--- src/verilog/fpc_pkg.sv ---
// constants and bus carrier types for the flyback pulse control core
package fpc_pkg;

  // ----------------------------------------------------------------
  // clock and timing
  // ----------------------------------------------------------------
  localparam int CLK_MHZ = 200;
  localparam int CLK_PERIOD_NS = 1000 / CLK_MHZ;
  localparam int LEB_TIME_NS = 160;
  localparam int LEB_CYC = (LEB_TIME_NS + CLK_PERIOD_NS - 1) / CLK_PERIOD_NS;
  localparam int SEVERE_WINDOW_NS = 150;
  localparam int SEVERE_WINDOW_CYC = SEVERE_WINDOW_NS / CLK_PERIOD_NS;
  localparam int MAX_OFF_TIME_US = 47;
  localparam int MAX_OFF_CYC = MAX_OFF_TIME_US * CLK_MHZ;
  localparam int OVP_BLANK_US = 100;
  localparam int OVP_BLANK_CYC = OVP_BLANK_US * CLK_MHZ;
  localparam int HALF_CYCLE_DEFAULT_MS = 10;
  localparam int HALF_CYCLE_CYC = HALF_CYCLE_DEFAULT_MS * 1000 * CLK_MHZ;
  localparam int WAKE_DEFAULT_HZ = 200;
  localparam int WAKE_DEFAULT_CYC = CLK_MHZ * 1000000 / WAKE_DEFAULT_HZ;
  localparam int JITTER_DEFAULT_HZ = 222;
  localparam int JITTER_DEFAULT_CYC = CLK_MHZ * 1000000 / JITTER_DEFAULT_HZ;
  // jitter period = line period / 4.44 = half period * 50 / 111
  localparam int JITTER_NUM = 50;
  localparam int JITTER_DEN = 111;
  localparam int RESTART_CYC = 400000;

  // ----------------------------------------------------------------
  // load current (uA) and valley thresholds
  // ----------------------------------------------------------------
  localparam int LOAD_W = 10;
  localparam int VALLEY_W = 5;
  localparam int DUTY_W = 8;
  localparam int ONT_W = 16;
  localparam int CNT_W = 24;
  localparam logic [LOAD_W-1:0] BURST_ENTRY_CURRENT = 10'd560;
  localparam logic [LOAD_W-1:0] BURST_SKIP_CURRENT = 10'd610;
  localparam logic [VALLEY_W-1:0] VALLEY_JUMP_IMMEDIATE = 5'd10;
  localparam int JITTER_AMP_LOG2 = 4;

  // ----------------------------------------------------------------
  // register map (byte addresses)
  // ----------------------------------------------------------------
  localparam int ADDR_W = 8;
  localparam logic [ADDR_W-1:0] REG_CTRL = 8'h00;
  localparam logic [ADDR_W-1:0] REG_STATUS = 8'h04;
  localparam logic [ADDR_W-1:0] REG_FAULT = 8'h08;
  localparam logic [ADDR_W-1:0] REG_ONTIME = 8'h0C;
  localparam int CTRL_EN_BIT = 0;
  localparam int CTRL_JIT_BIT = 1;
  localparam logic [1:0] CTRL_RESET = 2'h1;
  localparam logic [ONT_W-1:0] ONTIME_RESET = 16'h0FA0;
  localparam int FLT_CYCLE_CURRENT_LIMIT = 0;
  localparam int FLT_SEVERE_CURRENT_FAULT = 1;
  localparam int FLT_SUPOV = 2;
  localparam int FLT_OVP = 3;

  typedef struct packed {
    logic psel;
    logic penable;
    logic pwrite;
    logic [ADDR_W-1:0] paddr;
    logic [31:0] pwdata;
  } fpc_apb_req_type;

  typedef struct packed {
    logic [31:0] prdata;
    logic pready;
    logic pslverr;
  } fpc_apb_rsp_type;

  typedef enum logic [1:0] {
    GATE_IDLE,
    GATE_ON,
    GATE_OFF
  } fpc_gate_state_type;

endpackage : fpc_pkg

--- src/verilog/fpc_top.sv ---
// flyback pulse control core: valley selection, burst, jitter, protections
`timescale 1ns/100ps
`default_nettype none
module fpc_top #(
  parameter int MAX_OFF_CYCLES = fpc_pkg::MAX_OFF_CYC,
  parameter int OVP_BLANK_CYCLES = fpc_pkg::OVP_BLANK_CYC,
  parameter int HALF_CYCLE_CYCLES = fpc_pkg::HALF_CYCLE_CYC,
  parameter int WAKE_CYCLES = fpc_pkg::WAKE_DEFAULT_CYC,
  parameter int JITTER_CYCLES = fpc_pkg::JITTER_DEFAULT_CYC,
  parameter int RESTART_CYCLES = fpc_pkg::RESTART_CYC
) (
  input wire logic i_clk,
  input wire logic i_rst,
  input wire fpc_pkg::fpc_apb_req_type i_apb,
  output fpc_pkg::fpc_apb_rsp_type o_apb,
  input wire logic [fpc_pkg::LOAD_W-1:0] i_load_sense_input,
  input wire logic [fpc_pkg::VALLEY_W-1:0] i_mapped_valley,
  input wire logic [fpc_pkg::DUTY_W-1:0] i_mapped_duty,
  input wire logic [fpc_pkg::ONT_W-1:0] i_mapped_ontime,
  input wire logic i_valley_detect_input,
  input wire logic i_line_sync,
  input wire logic i_line_sense_dc,
  input wire logic i_cs_above_limit,
  input wire logic i_cs_above_severe,
  input wire logic i_demag,
  input wire logic i_supply_on_level,
  input wire logic i_supply_below_off,
  input wire logic i_supply_wake_level,
  input wire logic i_supply_burst_stop_level,
  input wire logic i_supply_overvoltage_level,
  output logic o_gate_drive_output,
  output logic o_startup_control_output,
  output logic [fpc_pkg::LOAD_W-1:0] o_jittered_load,
  output logic [fpc_pkg::VALLEY_W-1:0] o_valley_count,
  output logic o_burst_mode
);
  import fpc_pkg::*;

  // ----------------------------------------------------------------
  // helpers
  // ----------------------------------------------------------------
  function automatic logic [CNT_W-1:0] sat_inc(input logic [CNT_W-1:0] v);
    sat_inc = (&v) ? v : v + 1'b1;
  endfunction : sat_inc

  function automatic logic [CNT_W-1:0] to_cnt(input int v);
    to_cnt = v[CNT_W-1:0];
  endfunction : to_cnt

  // ----------------------------------------------------------------
  // register bus
  // ----------------------------------------------------------------
  logic [1:0] ctrl_q;
  logic [ONT_W-1:0] ontime_q;
  logic [3:0] fault_q;
  logic [3:0] fault_set;
  fpc_apb_rsp_type rsp_q;
  logic active_q;
  logic burst_q;
  logic synced_q;
  logic vcc_burst_q;
  logic halt_q;
  logic [VALLEY_W-1:0] valley_q;
  fpc_gate_state_type state_q;
  logic access;
  logic wr;
  logic [31:0] rd_data;
  logic addr_ok;

  assign access = i_apb.psel & i_apb.penable & rsp_q.pready;
  assign wr = access & i_apb.pwrite;

  always_comb
  begin
    addr_ok = 1'b1;
    rd_data = 32'h0000_0000;
    case (i_apb.paddr)
      REG_CTRL: rd_data[1:0] = ctrl_q;
      REG_STATUS: rd_data = {19'h0, valley_q, halt_q, vcc_burst_q,
        synced_q, burst_q, active_q, o_gate_drive_output, state_q};
      REG_FAULT: rd_data[3:0] = fault_q;
      REG_ONTIME: rd_data[ONT_W-1:0] = ontime_q;
      default: addr_ok = 1'b0;
    endcase
  end

  // answer in the access phase right after setup, never a wait state
  always_ff @(posedge i_clk or posedge i_rst)
  begin
    if (i_rst)
      rsp_q <= '0;
    else if (i_apb.psel & ~i_apb.penable)
    begin
      rsp_q.pready <= 1'b1;
      rsp_q.pslverr <= ~addr_ok;
      rsp_q.prdata <= i_apb.pwrite ? 32'h0000_0000 : rd_data;
    end
    else
      rsp_q <= '0;
  end
  assign o_apb = rsp_q;

  always_ff @(posedge i_clk or posedge i_rst)
  begin
    if (i_rst)
    begin
      ctrl_q <= CTRL_RESET;
      ontime_q <= ONTIME_RESET;
    end
    else if (wr & (i_apb.paddr == REG_CTRL))
      ctrl_q <= i_apb.pwdata[1:0];
    else if (wr & (i_apb.paddr == REG_ONTIME))
      ontime_q <= i_apb.pwdata[ONT_W-1:0];
  end

  // sticky faults: write one to clear, a new event wins over the clear
  always_ff @(posedge i_clk or posedge i_rst)
  begin
    if (i_rst)
      fault_q <= 4'h0;
    else if (wr & (i_apb.paddr == REG_FAULT))
      fault_q <= (fault_q & ~i_apb.pwdata[3:0]) | fault_set;
    else
      fault_q <= fault_q | fault_set;
  end

  // ----------------------------------------------------------------
  // supply lockout, supply overvoltage, restart hold-off
  // ----------------------------------------------------------------
  logic [CNT_W-1:0] restart_cnt_q;

  always_ff @(posedge i_clk or posedge i_rst)
  begin
    if (i_rst)
      active_q <= 1'b0;
    else if (i_supply_below_off)
      active_q <= 1'b0;
    else if (i_supply_on_level)
      active_q <= 1'b1;
  end

  // restart-class faults stop switching for a fixed hold-off
  always_ff @(posedge i_clk or posedge i_rst)
  begin
    if (i_rst)
    begin
      halt_q <= 1'b0;
      restart_cnt_q <= '0;
    end
    else if (fault_set[FLT_SEVERE_CURRENT_FAULT] | fault_set[FLT_SUPOV] | fault_set[FLT_OVP])
    begin
      halt_q <= 1'b1;
      restart_cnt_q <= '0;
    end
    else if (halt_q)
    begin
      restart_cnt_q <= sat_inc(restart_cnt_q);
      if (restart_cnt_q >= to_cnt(RESTART_CYCLES - 1))
        halt_q <= 1'b0;
    end
  end

  // ----------------------------------------------------------------
  // half-cycle timing, line sync, wake and jitter periods
  // ----------------------------------------------------------------
  logic [CNT_W-1:0] hc_cnt_q;
  logic [CNT_W-1:0] hc_period_q;
  logic [CNT_W-1:0] jit_period_q;
  logic hc_tick;

  // without a sync the last period (10 ms after reset) paces updates
  assign hc_tick = i_line_sync | (hc_cnt_q >= hc_period_q - 1'b1);

  always_ff @(posedge i_clk or posedge i_rst)
  begin
    if (i_rst)
    begin
      hc_cnt_q <= '0;
      hc_period_q <= to_cnt(HALF_CYCLE_CYCLES);
      jit_period_q <= to_cnt(JITTER_CYCLES);
      synced_q <= 1'b0;
    end
    else
    begin
      hc_cnt_q <= hc_tick ? '0 : sat_inc(hc_cnt_q);
      if (i_line_sync)
      begin
        synced_q <= 1'b1;
        hc_period_q <= sat_inc(hc_cnt_q);
        jit_period_q <= CNT_W'((sat_inc(hc_cnt_q) * JITTER_NUM)
          / JITTER_DEN);
      end
    end
  end

  // ----------------------------------------------------------------
  // dc input triangular jitter on the load current
  // ----------------------------------------------------------------
  localparam logic [LOAD_W-1:0] TRI_MAX = LOAD_W'((1 << JITTER_AMP_LOG2) - 1);
  logic [CNT_W-1:0] tri_cnt_q;
  logic [LOAD_W-1:0] tri_q;
  logic tri_up_q;
  logic [LOAD_W:0] load_sum;

  // one period holds 2^(amp+1)-2 steps of the ramp, 0 up to 2^amp-1 and back
  always_ff @(posedge i_clk or posedge i_rst)
  begin
    if (i_rst)
    begin
      tri_cnt_q <= '0;
      tri_q <= '0;
      tri_up_q <= 1'b1;
    end
    else if (~(i_line_sense_dc & ctrl_q[CTRL_JIT_BIT]))
    begin
      tri_cnt_q <= '0;
      tri_q <= '0;
      tri_up_q <= 1'b1;
    end
    else if (tri_cnt_q >= (jit_period_q >> (JITTER_AMP_LOG2 + 1)))
    begin
      tri_cnt_q <= '0;
      if (tri_up_q)
      begin
        tri_q <= tri_q + 1'b1;
        tri_up_q <= (tri_q + 1'b1) != TRI_MAX;
      end
      else
      begin
        tri_q <= tri_q - 1'b1;
        tri_up_q <= (tri_q - 1'b1) == '0;
      end
    end
    else
      tri_cnt_q <= sat_inc(tri_cnt_q);
  end

  // clamp the perturbed current so the mapper never sees a wrap
  assign load_sum = {1'b0, i_load_sense_input} + {1'b0, tri_q};

  always_ff @(posedge i_clk or posedge i_rst)
  begin
    if (i_rst)
      o_jittered_load <= '0;
    else
      o_jittered_load <= load_sum[LOAD_W] ? '1 : load_sum[LOAD_W-1:0];
  end

  // ----------------------------------------------------------------
  // mode and valley selection
  // ----------------------------------------------------------------
  logic [VALLEY_W-1:0] hc_min_q;
  logic [VALLEY_W:0] jump_limit;

  always_ff @(posedge i_clk or posedge i_rst)
  begin
    if (i_rst)
      burst_q <= 1'b0;
    else
      burst_q <= i_load_sense_input >= BURST_ENTRY_CURRENT;
  end

  assign jump_limit = {1'b0, valley_q} + {1'b0, VALLEY_JUMP_IMMEDIATE};

  logic wake_tick;

  always_ff @(posedge i_clk or posedge i_rst)
  begin
    if (i_rst)
    begin
      valley_q <= 5'h01;
      hc_min_q <= '1;
    end
    else if (burst_q)
    begin
      hc_min_q <= '1;
      if (wake_tick)
        valley_q <= i_mapped_valley;
    end
    else if (hc_tick)
    begin
      // the mapped value of this edge counts in the closing half cycle
      valley_q <= (i_mapped_valley < hc_min_q) ? i_mapped_valley
        : hc_min_q;
      hc_min_q <= '1;
    end
    else
    begin
      if (i_mapped_valley < hc_min_q)
        hc_min_q <= i_mapped_valley;
      if (i_mapped_valley < valley_q)
        valley_q <= i_mapped_valley;
      else if ({1'b0, i_mapped_valley} >= jump_limit)
        valley_q <= i_mapped_valley;
    end
  end

  // ----------------------------------------------------------------
  // burst scheduling
  // ----------------------------------------------------------------
  logic [CNT_W-1:0] wake_cnt_q;
  logic [CNT_W-1:0] wake_period;
  logic [CNT_W-1:0] burst_len_q;
  logic burst_run_q;
  logic [CNT_W+DUTY_W-1:0] duty_prod;

  // four wakes per line period is two per synced half cycle
  assign wake_period = synced_q ? (hc_period_q >> 1)
    : to_cnt(WAKE_CYCLES);
  assign wake_tick = burst_q & (wake_cnt_q >= wake_period - 1'b1);
  assign duty_prod = wake_period * i_mapped_duty;

  always_ff @(posedge i_clk or posedge i_rst)
  begin
    if (i_rst)
    begin
      wake_cnt_q <= '0;
      burst_len_q <= '0;
      burst_run_q <= 1'b0;
      vcc_burst_q <= 1'b0;
    end
    else if (~burst_q)
    begin
      wake_cnt_q <= '0;
      burst_len_q <= '0;
      burst_run_q <= 1'b0;
      vcc_burst_q <= 1'b0;
    end
    else if (vcc_burst_q)
    begin
      wake_cnt_q <= '0;
      burst_run_q <= 1'b1;
      if (i_supply_burst_stop_level)
      begin
        vcc_burst_q <= 1'b0;
        burst_run_q <= 1'b0;
      end
    end
    else if (i_supply_wake_level)
    begin
      vcc_burst_q <= 1'b1;
      burst_run_q <= 1'b1;
      wake_cnt_q <= '0;
    end
    else if (wake_tick)
    begin
      wake_cnt_q <= '0;
      burst_len_q <= duty_prod[CNT_W+DUTY_W-1:DUTY_W];
      burst_run_q <= (i_load_sense_input < BURST_SKIP_CURRENT)
        & (duty_prod[CNT_W+DUTY_W-1:DUTY_W] != '0);
    end
    else
    begin
      wake_cnt_q <= sat_inc(wake_cnt_q);
      if (wake_cnt_q >= burst_len_q)
        burst_run_q <= 1'b0;
    end
  end

  always_ff @(posedge i_clk or posedge i_rst)
  begin
    if (i_rst)
      o_startup_control_output <= 1'b1;
    else
      o_startup_control_output <= ~((vcc_burst_q & ~i_supply_burst_stop_level)
        | (burst_q & i_supply_wake_level));
  end

  // ----------------------------------------------------------------
  // gate pulse generation and current checks
  // ----------------------------------------------------------------
  logic [CNT_W-1:0] on_cnt_q;
  logic [CNT_W-1:0] off_cnt_q;
  logic [CNT_W-1:0] lim_cnt_q;
  logic [CNT_W-1:0] ovp_cnt_q;
  logic [VALLEY_W-1:0] seen_q;
  logic [ONT_W-1:0] ontime;
  logic allow;
  logic cycle_current_limit_trip;
  logic on_done;
  logic off_done;

  assign allow = active_q & ~halt_q & ctrl_q[CTRL_EN_BIT]
    & (~burst_q | burst_run_q);
  // on-time tracks the load while the valley stays put, capped by software
  assign ontime = (i_mapped_ontime < ontime_q) ? i_mapped_ontime
    : ontime_q;
  assign cycle_current_limit_trip = i_cs_above_limit & (lim_cnt_q >= to_cnt(LEB_CYC));
  assign on_done = cycle_current_limit_trip | ~allow
    | (on_cnt_q + 1'b1 >= {{(CNT_W-ONT_W){1'b0}}, ontime});
  assign off_done = (i_valley_detect_input
    & ((seen_q + 1'b1) >= ((valley_q == '0) ? 5'h01 : valley_q)))
    | (off_cnt_q >= to_cnt(MAX_OFF_CYCLES - 1));

  always_ff @(posedge i_clk or posedge i_rst)
  begin
    if (i_rst)
    begin
      state_q <= GATE_IDLE;
      on_cnt_q <= '0;
      off_cnt_q <= '0;
      seen_q <= '0;
    end
    else
    begin
      case (state_q)
        GATE_IDLE:
          if (allow)
          begin
            state_q <= GATE_ON;
            on_cnt_q <= '0;
          end
        GATE_ON:
          if (on_done)
          begin
            state_q <= GATE_OFF;
            off_cnt_q <= '0;
            seen_q <= '0;
          end
          else
            on_cnt_q <= sat_inc(on_cnt_q);
        GATE_OFF:
          if (off_done)
          begin
            state_q <= allow ? GATE_ON : GATE_IDLE;
            on_cnt_q <= '0;
          end
          else
          begin
            off_cnt_q <= sat_inc(off_cnt_q);
            if (i_valley_detect_input)
              seen_q <= seen_q + 1'b1;
          end
        default:
          state_q <= GATE_IDLE;
      endcase
    end
  end

  always_ff @(posedge i_clk or posedge i_rst)
  begin
    if (i_rst)
      o_gate_drive_output <= 1'b0;
    else
      o_gate_drive_output <= (state_q == GATE_ON) & ~on_done
        | (state_q != GATE_ON) & 1'b0
        | (state_q == GATE_IDLE) & allow
        | (state_q == GATE_OFF) & off_done & allow;
  end

  // blanking and window timers, each a cycle counter on a flag
  always_ff @(posedge i_clk or posedge i_rst)
  begin
    if (i_rst)
    begin
      lim_cnt_q <= '0;
      ovp_cnt_q <= '0;
    end
    else
    begin
      lim_cnt_q <= (o_gate_drive_output & i_cs_above_limit)
        ? sat_inc(lim_cnt_q) : '0;
      ovp_cnt_q <= (i_demag & ~o_gate_drive_output & i_cs_above_limit)
        ? sat_inc(ovp_cnt_q) : '0;
    end
  end

  always_comb
  begin
    fault_set = 4'h0;
    fault_set[FLT_CYCLE_CURRENT_LIMIT] = o_gate_drive_output & cycle_current_limit_trip;
    fault_set[FLT_SEVERE_CURRENT_FAULT] = o_gate_drive_output & i_cs_above_severe
      & (on_cnt_q < to_cnt(SEVERE_WINDOW_CYC));
    fault_set[FLT_SUPOV] = i_supply_overvoltage_level;
    fault_set[FLT_OVP] = ovp_cnt_q >= to_cnt(OVP_BLANK_CYCLES - 1);
  end

  always_ff @(posedge i_clk or posedge i_rst)
  begin
    if (i_rst)
    begin
      o_valley_count <= 5'h01;
      o_burst_mode <= 1'b0;
    end
    else
    begin
      o_valley_count <= valley_q;
      o_burst_mode <= burst_q;
    end
  end

  // ----------------------------------------------------------------
  // checks
  // ----------------------------------------------------------------
  a_mode_entry: assert property (@(posedge i_clk) disable iff (i_rst)
    ##1 burst_q == ($past(i_load_sense_input) >= BURST_ENTRY_CURRENT))
    else $error("mode does not follow load current");

  a_valley_lower: assert property (@(posedge i_clk) disable iff (i_rst)
    (~burst_q & (i_mapped_valley < valley_q))
      |=> valley_q <= $past(i_mapped_valley))
    else $error("lower valley not applied at once");

  a_valley_hold: assert property (@(posedge i_clk) disable iff (i_rst)
    (~burst_q & ~hc_tick & (i_mapped_valley > valley_q)
      & ({1'b0, i_mapped_valley} < jump_limit)) |=> $stable(valley_q))
    else $error("small valley rise applied inside half cycle");

  a_off_limit: assert property (@(posedge i_clk) disable iff (i_rst)
    (state_q == GATE_OFF) |-> off_cnt_q < to_cnt(MAX_OFF_CYCLES))
    else $error("off-time exceeded its limit");

  a_leb_cut: assert property (@(posedge i_clk) disable iff (i_rst)
    (o_gate_drive_output & cycle_current_limit_trip) |=> ~o_gate_drive_output)
    else $error("gate not cut after current limit");

  a_leb_blank: assert property (@(posedge i_clk) disable iff (i_rst)
    fault_set[FLT_CYCLE_CURRENT_LIMIT] |-> $past(i_cs_above_limit, 1) && lim_cnt_q >= 32)
    else $error("current limit tripped inside blanking");

  a_lockout_off: assert property (@(posedge i_clk) disable iff (i_rst)
    i_supply_below_off |=> ~active_q ##1 ~o_gate_drive_output)
    else $error("lockout did not stop switching");

  a_supply_ov: assert property (@(posedge i_clk) disable iff (i_rst)
    i_supply_overvoltage_level |=> fault_q[FLT_SUPOV] && halt_q)
    else $error("supply overvoltage not flagged");

  a_wake_pullup: assert property (@(posedge i_clk) disable iff (i_rst)
    (burst_q & i_supply_wake_level) |=> ~o_startup_control_output)
    else $error("start-up pull-up not released on wake");

  a_skip_burst: assert property (@(posedge i_clk) disable iff (i_rst)
    (wake_tick & ~vcc_burst_q & ~i_supply_wake_level
      & (i_load_sense_input >= BURST_SKIP_CURRENT)) |=> ~burst_run_q)
    else $error("burst not skipped at high load");

endmodule : fpc_top
`default_nettype wire

--- config.mk ---
export PLATFORM = sky130hd
export DESIGN_NAME = fpc_top
export DESIGN_NICKNAME = d
export VERILOG_FILES = /design/src/verilog/fpc_pkg.sv /design/src/verilog/fpc_top.sv
export SDC_FILE = /design/constraint.sdc
export NUM_CORES = 2
export LEC_CHECK = 0
export BUFFER_PORTS_ARGS = -buffer_cell sky130_fd_sc_hd__buf_4
export CAP_MARGIN = 10
export CELL_PAD_IN_SITES_DETAIL_PLACEMENT = 1
export CELL_PAD_IN_SITES_GLOBAL_PLACEMENT = 2
export CORE_ASPECT_RATIO = 1.75
export CORE_MARGIN = 5
export CORE_UTILIZATION = 43
export DETAILED_ROUTE_END_ITERATION = 8
export PLACE_DENSITY_LB_ADDON = 0.15
export SYNTH_ARGS = -nofsm -noshare
export SYNTH_HDL_FRONTEND = slang
export SYNTH_SLANG_ARGS = --single-unit
--- constraint.sdc ---
create_clock -name i_clk -period 32.8 [get_ports i_clk]
set_input_delay 9.84 -clock i_clk [delete_from_list [all_inputs] [get_ports i_clk]]
set_output_delay 9.84 -clock i_clk [all_outputs]
set_load 0.01 [all_outputs]
==> run summary <==
• **Core Rows** 137
• **prevailing post-synth register cell** sky130_fd_sc_hd__dfrtp_1
• **Antenna Cells** 0
• **post-route standard cell area excluding fillers** 37500 µm²
• **leakage power total** 0.0172 µW
• **final critical path time including I/O delays and setup** 21.45 ns
• **pin count of the biggest net entering global routing** 148
• **nets@finish** 4664
• **worst skew pair latency** 0.60 ns
• **area of the placeable core** 79700 µm²
• **sort of element at the start of the critical path** register
• **TritonCTS clock tree** done
• **maximum count of clock buffers along a single path** 3
• **standard cell with the maximum stage delay on the critical path** sky130_fd_sc_hd__a22oi_1
• **Post-Syn Area** 34500 µm²
• **critical hold path startpoint** valley_q[0]
• **count of TritonRoute iterations in the first routing pass** 5
• **power per cell area** 33.6 nW/µm²
• **Crit Path Class** register to register
• **number of buffers created by CTS** 40
• **critical path peak fanout** 11
• **average size of a mapped cell** 8.40 µm²
• **final hold violation count** 0
• **residual antenna-violating net count after detailed routing** 0
• **wire length of the first global-routing pass** 171000 µm
• **slowest stage delay, CP** 0.73 ns
• **share of the synthesized area in the top cell type** 22.9%
• **count of endpoints failing setup in the final report** 0
• **DRC violation total after the first TritonRoute iteration** 1134
• **number of global-route vias before repair** 32200
• **Tightest Hold Check Type** register to register
• **category of the worst setup path capture point** register
• **placer's final routability congestion estimate** 0.852
• **number of slew-limit violations in the final report** 0
• **most area-hungry cell type in the Yosys netlist** sky130_fd_sc_hd__dfrtp_1
• **leading cell types in the layout, fill and taps excluded** sky130_fd_sc_hd__nor2_1, sky130_fd_sc_hd__nand2_1, sky130_fd_sc_hd__inv_1, sky130_fd_sc_hd__dfrtp_1, sky130_fd_sc_hd__ha_1
• **clock net sink count** 350
• **Die Width** 224 µm
• **leading cell types by total area after synthesis** sky130_fd_sc_hd__dfrtp_1, sky130_fd_sc_hd__ha_1, sky130_fd_sc_hd__fa_1
• **result of the run** finished, final reports clean
• **level count of the clock H-tree** 2
• **gate count of the mapped netlist** 4104
• **wire length reported by the detailed router** 104000 µm
• **share of synthesized area occupied by flip-flops and latches** 25.5%
• **post-CTS setup buffer count** 0
• **GRT Resource Usage Total** 24.2%
• **transition time at the pin with the least slew margin** 1.12 ns
• **total I/O pin count** 147
• **die area** 86200 µm²
• **Arrival @ worst endpoint** 21.96 ns
• **initial antenna violation count** 1
• **clk root buf** sky130_fd_sc_hd__clkbuf_16
• **worst reg2reg path startpoint** hc_cnt_q[7]
• **Warnings, synthesis** 0
• **Worst Slack Setup Final** 11.35 ns
• **global route total overflow** 0
• **cell family contributing the most delay on the critical path** compound AO/OA/AOI/OAI gates
• **vias after detailed routing** 30000
• **count of filler cells inserted in the layout** 9596
• **Max VDD drop** 0.0000402 V
• **DRC** 0
• **count of instances resized after the clock tree is built** 0
• **worst max-slew margin expressed relative to the limit** 25.0%
• **Detailed Place HPWL** 83100 µm
• **routed wirelength normalized by instance count** 20.1 µm
• **critical path launch point** hc_cnt_q[7]
• **crit-path most repeated cell** sky130_fd_sc_hd__o211ai_1
• **required time of the critical path** 33.30 ns
• **Clock Skews** 0.0354 ns
• **post-placement cell area** 36200 µm²
• **portion of the clock cycle consumed by the worst path in the final layout** 65.4%
• **most common cell after layout, fill and taps aside** sky130_fd_sc_hd__nor2_1
• **max-cap violations** 0
• **Via density** 5.76
• **Max Fclk** 46.6 MHz
• **number of enable flip-flop cells after synthesis** 0
• **final total negative setup slack** 0 ns
• **# hold bufs at CTS** 0
• **distinct cell type count after synthesis** 135
• **share of flip-flops with an asynchronous set or reset after synthesis** 100%
• **# port buffers** 114
• **number of storage elements in the synthesis netlist** 350
• **CTS clock-pin slew for the worst setup and hold paths** 0.07 ns
• **die height** 385 µm
• **worst path bufs/invs** 5
• **proportion of layout cells with a drive suffix above 1** 9.07%
• **unrepaired setup endpoints after global routing** no
• **Place WS** 11.35 ns
• **starting utilization of the core area** 43.2%
• **synth-to-layout area growth** 8.75%
==> cells in the mapped netlist (15+ instances only) <==
cell,n
sky130_fd_sc_hd__a22oi_1,20
sky130_fd_sc_hd__and3_1,104
sky130_fd_sc_hd__o21ai_0,177
sky130_fd_sc_hd__xnor2_1,136
sky130_fd_sc_hd__o31ai_1,21
sky130_fd_sc_hd__a211oi_1,25
sky130_fd_sc_hd__xor2_1,139
sky130_fd_sc_hd__dfstp_2,34
sky130_fd_sc_hd__nor2_1,429
sky130_fd_sc_hd__nand2_1,390
sky130_fd_sc_hd__and2_1,68
sky130_fd_sc_hd__a31oi_1,30
sky130_fd_sc_hd__buf_4,29
sky130_fd_sc_hd__nand3_1,125
sky130_fd_sc_hd__nor3_1,87
sky130_fd_sc_hd__o21ai_1,27
sky130_fd_sc_hd__ha_1,292
sky130_fd_sc_hd__inv_1,340
sky130_fd_sc_hd__dfrtp_1,316
sky130_fd_sc_hd__a21oi_1,214
sky130_fd_sc_hd__fa_1,143
sky130_fd_sc_hd__o21a_1,30
sky130_fd_sc_hd__mux2_2,19
sky130_fd_sc_hd__and4_1,15
sky130_fd_sc_hd__nor2b_1,81
sky130_fd_sc_hd__clkbuf_1,123
sky130_fd_sc_hd__or3_1,39
sky130_fd_sc_hd__a21o_1,39
sky130_fd_sc_hd__nand2b_1,73
sky130_fd_sc_hd__mux2i_1,43
sky130_fd_sc_hd__nand4_1,77
sky130_fd_sc_hd__nor4_1,31
sky130_fd_sc_hd__o211ai_1,30
sky130_fd_sc_hd__o22ai_1,16
==> cell families after synthesis <==
family	Yosys count	synth area share [%]
DFF	350	25.5
AOI/OAI and AO/OA	851	17.1
muxes	66	2.02
xor gates and xnor gates	280	7.22
and+or+nand+nor	1611	23.2
adders and majority gates	438	19.0
buffers and inverters	507	5.93
other	1	0.0109
==> state kept, by name, indices dropped and copies added, names as in the netlist, 10 cells and up <==
name	flops
hc_cnt_q	24
hc_period_q	24
lim_cnt_q	24
off_cnt_q	24
on_cnt_q	24
ovp_cnt_q	24
restart_cnt_q	24
tri_cnt_q	24
wake_cnt_q	24
burst_len_q	23
jit_period_q	19
o_apb	18
ontime_q	16
o_jittered_load	10
tri_q	10
==> routing by layer <==
metal / GRT usage, % / up-vias / wire length [µm]
li1: - / 14300 / -
met1: 25.6 / 15100 / 39300
met2: 49.2 / 363 / 59600
met3: 2.02 / 170 / 2000
met4: 7.78 / 0 / 3560
met5: 0 / - / 0
==> through the flow <==
step	instances	power [µW]	utilization (%)	hold slack, ns
5_1_grt	5208	1350	47.0	0.420
4_1_cts	5208	1290	47.0	0.418
6_report	5208	1260	47.0	0.416
2_1_floorplan	4123	720	-	0.352
3_3_place_gp	5134	801	45.4	0.407
3_5_place_dp	5134	810	45.4	0.408
==> report_power, final <==
part           switching, µW  internal, µW
combinational            194           148
sequential              12.3           441
clock                    213           253
==> worst paths after layout <==
check / to / slack, ns / cells after the start
max reg2reg: jit_period_q[5] / 11.35 / 70
max: jit_period_q[5] / 11.35 / 70
min in group asynchronous: o_valley_count[3] / 9.23 / 2
min: o_valley_count[0] / 0.42 / 0
max in group asynchronous: burst_len_q[0] / 21.43 / 4
min reg2reg: o_valley_count[0] / 0.42 / 0
==> cell type report <==
cell class | count | area, µm² | area share (%)
Multi-Input combinational cell | 3266 | 23700 | 63.3
Timing Repair Buffer | 136 | 1030 | 2.76
Tap cell | 1042 | 1300 | 3.48
Clock buffer | 50 | 1110 | 2.96
Sequential cell | 350 | 8800 | 23.5
Clock inverter | 24 | 220 | 0.587
Inverter | 340 | 1280 | 3.42
No activity file was read; power rests on OpenSTA's default activity.
